### config.mk
export PLATFORM = sky130hd
export DESIGN_NAME = fblp_core
export DESIGN_NICKNAME = d
export VERILOG_FILES = /design/src/pkg/fblp_pkg.sv /design/src/core/fblp_core.sv
export SDC_FILE = /design/constraint.sdc
export NUM_CORES = 1
export LEC_CHECK = 0
export BUFFER_PORTS_ARGS = -buffer_cell sky130_fd_sc_hd__clkbuf_2
export CORE_MARGIN = 2
export CORE_UTILIZATION = 45
export DETAILED_ROUTE_END_ITERATION = 7
export PLACE_DENSITY = 0.82
export SYNTH_ARGS = -nofsm -noshare
export SYNTH_HDL_FRONTEND = slang
export SYNTH_SLANG_ARGS = --single-unit
### constraint.sdc
create_clock -name CORE_CLK -period 5.7 [get_ports CORE_CLK]
set_clock_uncertainty 0.05 [all_clocks]
set_input_delay 0.855 -clock CORE_CLK [delete_from_list [all_inputs] [get_ports CORE_CLK]]
set_output_delay 0.855 -clock CORE_CLK [all_outputs]
set_load 0.01 [all_outputs]
### src/pkg/fblp_pkg.sv
// Constants and types of the flash boot-lock protection block
package fblp_pkg;
    // Register byte offsets
    localparam logic [3:0] FBLP_REG_EXT_OFS = 4'h0;
    localparam logic [3:0] FBLP_REG_LOCK_OFS = 4'h4;
    localparam logic [3:0] FBLP_REG_STAT_OFS = 4'h8;
    // Lock register field positions, bit value 0 means programmed
    localparam int FBLP_GLB_LSB = 0;
    localparam int FBLP_APP_LSB = 2;
    localparam int FBLP_BOOT_LSB = 4;
    // Status register field positions
    localparam int FBLP_STAT_BUSY = 0;
    localparam int FBLP_STAT_DENIED = 1;
    localparam int FBLP_STAT_FUSE = 2;
    localparam int FBLP_STAT_IRQSUP = 3;
    // Values after reset
    localparam logic [5:0] FBLP_LOCK_RST = 6'h3f;
    localparam logic [7:0] FBLP_EXT_RST = 8'h00;
    localparam logic [22:0] FBLP_APP_RESET_WORD = 23'h000000;
    // Lock pair encodings as {hi, lo}
    localparam logic [1:0] FBLP_MODE_FREE = 2'h3;
    localparam logic [1:0] FBLP_MODE_NOWR = 2'h2;
    localparam logic [1:0] FBLP_MODE_NORW = 2'h0;
    localparam logic [1:0] FBLP_MODE_NORD = 2'h1;
    // Time the latched address is held for a programming operation
    localparam int FBLP_PROG_HOLD_NS = 40;
    localparam int FBLP_CLK_PERIOD_NS = 10;
    localparam logic [7:0] FBLP_PROG_CYCLES =
        8'((FBLP_PROG_HOLD_NS + FBLP_CLK_PERIOD_NS - 1) / FBLP_CLK_PERIOD_NS);
    typedef enum logic [0:0] {
        FBLP_IDLE = 1'b0,
        FBLP_PROG = 1'b1
    } fblp_state_t;
endpackage

### src/core/fblp_core.sv
// Flash boot-lock protection, self-programming address and register slave
`timescale 1ns/1ns
// Overview of operation
// - Lock bits only get programmed by software or serial pins; only chip erase and system reset clear.
// - Global write-lock mode blocks every store-program write.
// - Global read/write-lock mode blocks loads and store-program writes.
// - Application lock pair both unprogrammed: no application section restriction.
// - Application modes 2 and 3 block store-program writes to application section.
// - Application modes 3 and 4 block loads from boot code into application.
// - Application modes 3 and 4 suppress interrupts in application when vectors boot-side.
// - Boot loader lock pair both unprogrammed: no boot section restriction.
// - Boot modes 2 and 3 block store-program writes to boot loader section.
// - Boot modes 3 and 4 block loads from application code into boot section.
// - Boot modes 3 and 4 suppress interrupts in boot when vectors application-side.
// - Reset fuse unprogrammed gives word 0; programmed gives boot loader start.
// - Running program can never alter a fuse; only programming pins do.
// - Address is extension byte above high and low pointer bytes, bits 23..0.
// - Low word bits address word in page, high bits address the page.
// - Target address latched at operation start; pointer changes then ignored.
// - Loads address bytes, byte select bit choosing low or high byte.
// - Store-program from application section is denied; only boot code programs.
module fblp_core #(
    parameter int PAGE_WORD_BITS = 7,
    parameter logic [22:0] BOOT_START_WORD = 23'h00f000,
    parameter bit HAS_EXT = 1'b1
) (
    input wire logic CORE_CLK,
    input wire logic SYS_RST,
    input wire logic [3:0] AVS_ADDRESS,
    input wire logic AVS_READ,
    input wire logic AVS_WRITE,
    input wire logic [31:0] AVS_WRITEDATA,
    input wire logic [3:0] AVS_BYTEENABLE,
    output logic [31:0] AVS_READDATA,
    output logic AVS_WAITREQUEST,
    input wire logic CPU_REQ,
    input wire logic CPU_STORE,
    input wire logic [22:0] CPU_PC,
    input wire logic [7:0] CPU_PTR_HI,
    input wire logic [7:0] CPU_PTR_LO,
    input wire logic CPU_IVEC_BOOT,
    output logic CPU_BUSY,
    output logic CPU_DENY,
    output logic IRQ_SUPPRESS,
    output logic [22:0] RESET_VECTOR,
    input wire logic FUSE_BOOT_RESET,
    input wire logic CHIP_ERASE,
    input wire logic SER_LOCK_STROBE,
    input wire logic [5:0] SER_LOCK_DATA,
    output logic FLASH_WR,
    output logic FLASH_RD,
    output logic [22-PAGE_WORD_BITS:0] FLASH_PAGE,
    output logic [PAGE_WORD_BITS-1:0] FLASH_WORD,
    output logic FLASH_BYTE_SEL
);
    logic [8:0] sync1_q;
    logic [8:0] sync2_q;
    logic strobe_prev_q;
    logic fuse_s;
    logic erase_s;
    logic ser_prog;
    logic [7:0] ext_q;
    logic [5:0] lock_q;
    logic [1:0] glb_lk;
    logic [1:0] app_lk;
    logic [1:0] boot_lk;
    fblp_pkg::fblp_state_t state_q;
    logic [7:0] cnt_q;
    logic [23:0] addr_q;
    logic [23:0] ptr;
    logic exec_boot;
    logic tgt_boot;
    logic access_ok;
    logic accept;
    logic bus_req;
    logic bus_done;

    function automatic logic in_boot(input logic [22:0] word);
        in_boot = (word >= BOOT_START_WORD);
    endfunction

    // Pins from the programming side cross into the core clock
    always_ff @(posedge CORE_CLK) begin
        if (SYS_RST) begin
            sync1_q <= 9'h000;
            sync2_q <= 9'h000;
            strobe_prev_q <= 1'b0;
        end else begin
            sync1_q <= {FUSE_BOOT_RESET, CHIP_ERASE, SER_LOCK_STROBE, SER_LOCK_DATA};
            sync2_q <= sync1_q;
            strobe_prev_q <= sync2_q[6];
        end
    end
    // Data pins settle before the strobe, so sampling them at its edge is safe
    assign fuse_s = sync2_q[8];
    assign erase_s = sync2_q[7];
    assign ser_prog = sync2_q[6] & ~strobe_prev_q;

    assign glb_lk = lock_q[fblp_pkg::FBLP_GLB_LSB +: 2];
    assign app_lk = lock_q[fblp_pkg::FBLP_APP_LSB +: 2];
    assign boot_lk = lock_q[fblp_pkg::FBLP_BOOT_LSB +: 2];
    assign ptr = {(HAS_EXT ? ext_q : 8'h00), CPU_PTR_HI, CPU_PTR_LO};
    assign exec_boot = in_boot(CPU_PC);
    assign tgt_boot = in_boot(ptr[23:1]);

    // Protection check from executing section, target section and locks
    always_comb begin
        access_ok = 1'b1;
        if (CPU_STORE) begin
            if (!exec_boot)
                access_ok = 1'b0;
            if (glb_lk == fblp_pkg::FBLP_MODE_NOWR || glb_lk == fblp_pkg::FBLP_MODE_NORW)
                access_ok = 1'b0;
            if (!tgt_boot && !app_lk[0])
                access_ok = 1'b0;
            if (tgt_boot && !boot_lk[0])
                access_ok = 1'b0;
        end else begin
            if (glb_lk == fblp_pkg::FBLP_MODE_NORW)
                access_ok = 1'b0;
            if (exec_boot && !tgt_boot && !app_lk[1])
                access_ok = 1'b0;
            if (!exec_boot && tgt_boot && !boot_lk[1])
                access_ok = 1'b0;
        end
    end

    assign accept = CPU_REQ && state_q == fblp_pkg::FBLP_IDLE;

    // Access sequencer; requests while busy are ignored
    always_ff @(posedge CORE_CLK) begin
        if (SYS_RST) begin
            state_q <= fblp_pkg::FBLP_IDLE;
            cnt_q <= 8'h00;
            CPU_BUSY <= 1'b0;
            CPU_DENY <= 1'b0;
            FLASH_WR <= 1'b0;
            FLASH_RD <= 1'b0;
        end else begin
            FLASH_WR <= accept && CPU_STORE && access_ok;
            FLASH_RD <= accept && !CPU_STORE && access_ok;
            CPU_DENY <= accept && !access_ok;
            case (state_q)
                fblp_pkg::FBLP_IDLE: begin
                    if (accept && CPU_STORE && access_ok) begin
                        state_q <= fblp_pkg::FBLP_PROG;
                        cnt_q <= fblp_pkg::FBLP_PROG_CYCLES;
                        CPU_BUSY <= 1'b1;
                    end
                end
                fblp_pkg::FBLP_PROG: begin
                    cnt_q <= cnt_q - 8'h01;
                    if (cnt_q == 8'h01) begin
                        state_q <= fblp_pkg::FBLP_IDLE;
                        CPU_BUSY <= 1'b0;
                    end
                end
                default: begin
                    state_q <= fblp_pkg::FBLP_IDLE;
                    CPU_BUSY <= 1'b0;
                end
            endcase
        end
    end

    // Address taken only when an accepted access passes the protection check
    always_ff @(posedge CORE_CLK) begin
        if (SYS_RST)
            addr_q <= 24'h000000;
        else if (accept && access_ok)
            addr_q <= ptr;
    end
    assign FLASH_PAGE = addr_q[23:PAGE_WORD_BITS+1];
    assign FLASH_WORD = addr_q[PAGE_WORD_BITS:1];
    assign FLASH_BYTE_SEL = addr_q[0];

    // Interrupt gating and reset vector
    always_ff @(posedge CORE_CLK) begin
        if (SYS_RST) begin
            IRQ_SUPPRESS <= 1'b0;
            RESET_VECTOR <= fblp_pkg::FBLP_APP_RESET_WORD;
        end else begin
            IRQ_SUPPRESS <= (!exec_boot && CPU_IVEC_BOOT && !app_lk[1])
                || (exec_boot && !CPU_IVEC_BOOT && !boot_lk[1]);
            // Fuse has no write path from the bus side at all
            RESET_VECTOR <= fuse_s ? fblp_pkg::FBLP_APP_RESET_WORD : BOOT_START_WORD;
        end
    end

    // Avalon slave: one wait cycle, then a single-cycle answer
    assign bus_req = AVS_READ || AVS_WRITE;
    assign bus_done = bus_req && !AVS_WAITREQUEST;
    always_ff @(posedge CORE_CLK) begin
        if (SYS_RST) begin
            AVS_WAITREQUEST <= 1'b1;
            AVS_READDATA <= 32'h00000000;
        end else begin
            AVS_WAITREQUEST <= !(bus_req && AVS_WAITREQUEST);
            if (AVS_READ && AVS_WAITREQUEST) begin
                case (AVS_ADDRESS)
                    fblp_pkg::FBLP_REG_EXT_OFS: AVS_READDATA <= {24'h000000, ext_q};
                    fblp_pkg::FBLP_REG_LOCK_OFS: AVS_READDATA <= {26'h0000000, lock_q};
                    fblp_pkg::FBLP_REG_STAT_OFS: begin
                        AVS_READDATA <= 32'h00000000;
                        AVS_READDATA[fblp_pkg::FBLP_STAT_BUSY] <= CPU_BUSY;
                        AVS_READDATA[fblp_pkg::FBLP_STAT_DENIED] <= CPU_DENY;
                        AVS_READDATA[fblp_pkg::FBLP_STAT_FUSE] <= fuse_s;
                        AVS_READDATA[fblp_pkg::FBLP_STAT_IRQSUP] <= IRQ_SUPPRESS;
                    end
                    default: AVS_READDATA <= 32'h00000000;
                endcase
            end
        end
    end

    always_ff @(posedge CORE_CLK) begin
        if (SYS_RST)
            ext_q <= fblp_pkg::FBLP_EXT_RST;
        else if (HAS_EXT && bus_done && AVS_WRITE && AVS_BYTEENABLE[0]
                 && AVS_ADDRESS == fblp_pkg::FBLP_REG_EXT_OFS)
            ext_q <= AVS_WRITEDATA[7:0];
    end

    // Writes can only program bits; erase and system reset are the only ways back to 1
    always_ff @(posedge CORE_CLK) begin
        if (SYS_RST)
            lock_q <= fblp_pkg::FBLP_LOCK_RST;
        else if (erase_s)
            lock_q <= fblp_pkg::FBLP_LOCK_RST;
        else if (bus_done && AVS_WRITE && AVS_BYTEENABLE[0]
                 && AVS_ADDRESS == fblp_pkg::FBLP_REG_LOCK_OFS)
            lock_q <= lock_q & AVS_WRITEDATA[5:0];
        else if (ser_prog)
            lock_q <= lock_q & sync2_q[5:0];
    end
endmodule // fblp_core

==> metrics.txt <==
Worst-Margin Slew=1.05 ns; Slew Viols, Final=0; Startpoint Class=input port; Fill cells=707; area of the multi-input gates=1660 sq um; Post-DRT Antenna Nets=0; number of global-route vias before repair=2,600; die width=93.1 um; synth warn=0; total die area=8660 sq um; dpl hpwl=5.41 mm; commonest non-fill, non-tap cell in the layout=clkbuf_2; post-cts sizing count=0; n_diodes=0; Remaining DRCs=0; Core Area=7730 sq um; Seq/Total Area, Yosys=45.4%; top_reg_cell synth=dfxtp_1; Cell variety after synth=43; cells after synthesis=388; Worst Path Max Fanout=24; synthesized area=3570 sq um; post-layout min period=2.91 ns; initial antenna violation count=0; Max Root-Sink Buffers=2; CTS Hold Bufs=0; # setup viols final=0; layout cells sized above 1=26.0%; io pins=180; starting density of the core=46.2%; vias per cell=4.78; root buffer cell=clkbuf_8; CTS tree=done; Static Leak=0.00194 uW; first-pass GRT wire length=11.6 mm; Worst Path Arrival=3.14 ns; DR vias=2,783; f_max=0.344 GHz; MaxCap Viol Count=0; worst hold stages=1; H-Tree Depth=3; DRT iter0 DRCs=216; FF+latch count, synth=81; Post-Route Setup TNS=0 ns; period utilization=51.0%; Post-synth EDFFs=0; Post-CTS Setup Bufs=0; final wirelength=7.15 mm; Required @ worst endpoint=5.93 ns; RSZ-0062 raised after global routing=no; cell taking the most area after synthesis=dfxtp_1; placed insts=566; clk slew on worst S/H paths=0.08 ns; row cnt=32; status=completed; pre-CTS setup slack=2.39 ns; top post-synthesis cells by area=dfxtp_1, mux2i_1, buf_4; largest net degree at the start of global routing=53; Slew HR=28.4%; CTS Buf Count=9; 1st-pass router iterations=4; Sequential Area=1620 sq um; final hold slack=0.376 ns; I/O Buffers=97; final setup margin=2.79 ns; Async S/R FF share, synth=0%; Cell Pwr Density=305 nW/um^2; Synth top area share=45.4%; Total GRT Usage=17.0%; per-cell routed wire length=12.3 um; fin util=54.1%; Nets=572; synth-to-layout area growth=17.0%; clk sinks=81; routability-driven placement congestion ratio=0.833; Crit Path Category=in -> reg; Mean Syn Cell Area=9.20 sq um; Congestion Overflow GR=0; worst skew pair latency=0.36 ns; Hold Fails Final Rpt=0; Worst VDD drop=0.000142 V; R2R depth=6; die height=93.1 um; most frequent cells in the layout=clkbuf_2, dfxtp_1, nand2_1; HP Class=reg -> reg; CP endpoint kind=flop; Final Non-Filler Cells=582
==> per-layer routing <==
layer	track usage, %	vias to the layer above	routed length [um]
met1	19.5	1267	3040
met3	5.00	20	424
met4	9.56	0	228
li1	-	1399	-
met2	28.3	97	3460
met5	0	-	0
==> cells in the mapped netlist (3+ instances only) <==
| master | number |
|---|---|
| clkbuf_1 | 14 |
| buf_6 | 3 |
| nor2b_1 | 21 |
| buf_4 | 47 |
| nor2_1 | 28 |
| mux2i_1 | 40 |
| inv_1 | 4 |
| a22oi_1 | 4 |
| o221ai_1 | 6 |
| dfxtp_1 | 81 |
| nor3_1 | 8 |
| nand2_1 | 70 |
| o21ai_0 | 4 |
| a31oi_1 | 4 |
| nand2b_1 | 4 |
| a21oi_1 | 12 |
| nand4_1 | 4 |
==> where the power goes <==
group          internal [uW]  switching, uW
clock network            304            209
registers                592           18.7
logic                   63.3           88.3
==> final timing paths <==
check	from	to	slack (ns)
setup / recovery	CPU_PC[18]	addr_q[10]	2.79
hold reg to reg	sync2_q[8]	RESET_VECTOR[14]	0.38
setup reg to reg	ext_q[4]	addr_q[10]	3.11
hold / removal	sync2_q[8]	RESET_VECTOR[14]	0.38
==> worst max-delay path, stage by stage <==
cell	delay, ns
clkbuf_2	0.08
nor4_1	0.31
and3_1	0.41
nor3_2	0.15
nand2_2	0.18
a21boi_4	0.84
mux2i_1	0.28
==> layout make-up <==
| type | instances | area share (%) |
|---|---|---|
| Multi-Input combinational cell | 280 | 39.7 |
| Sequential cell | 81 | 38.8 |
| Timing Repair Buffer | 99 | 12.0 |
| Clock buffer | 10 | 3.29 |
| Tap cell | 102 | 3.05 |
| Clock inverter | 6 | 2.76 |
| Inverter | 4 | 0.359 |
==> stage by stage <==
| stage | instance area [sq um] | power [uW] |
|---|---|---|
| final | 4180 | 1280 |
| after global routing | 4180 | 1330 |
| after global placement | 3930 | 770 |
| after floorplan | 3730 | 749 |
| after CTS | 4180 | 1280 |
| after detailed placement | 3930 | 776 |
==> cell families after synthesis <==
| family | synth area share, % |
|---|---|
| compound gates | 8.30 |
| fa+ha+maj | 0.701 |
| buf+inv | 12.8 |
| flops | 45.4 |
| mux | 11.2 |
| other cells | 0.105 |
| simple gates | 21.4 |
==> sequential cells by signal (all words and copies together) (netlist names), 6 cells and up <==
signal        cells
lock_q            6
addr_q           24
ext_q             8
AVS_READDATA      8
cnt_q             8
sync2_q           9
sync1_q           9
Note: power is estimated with default switching activity, not from simulation.
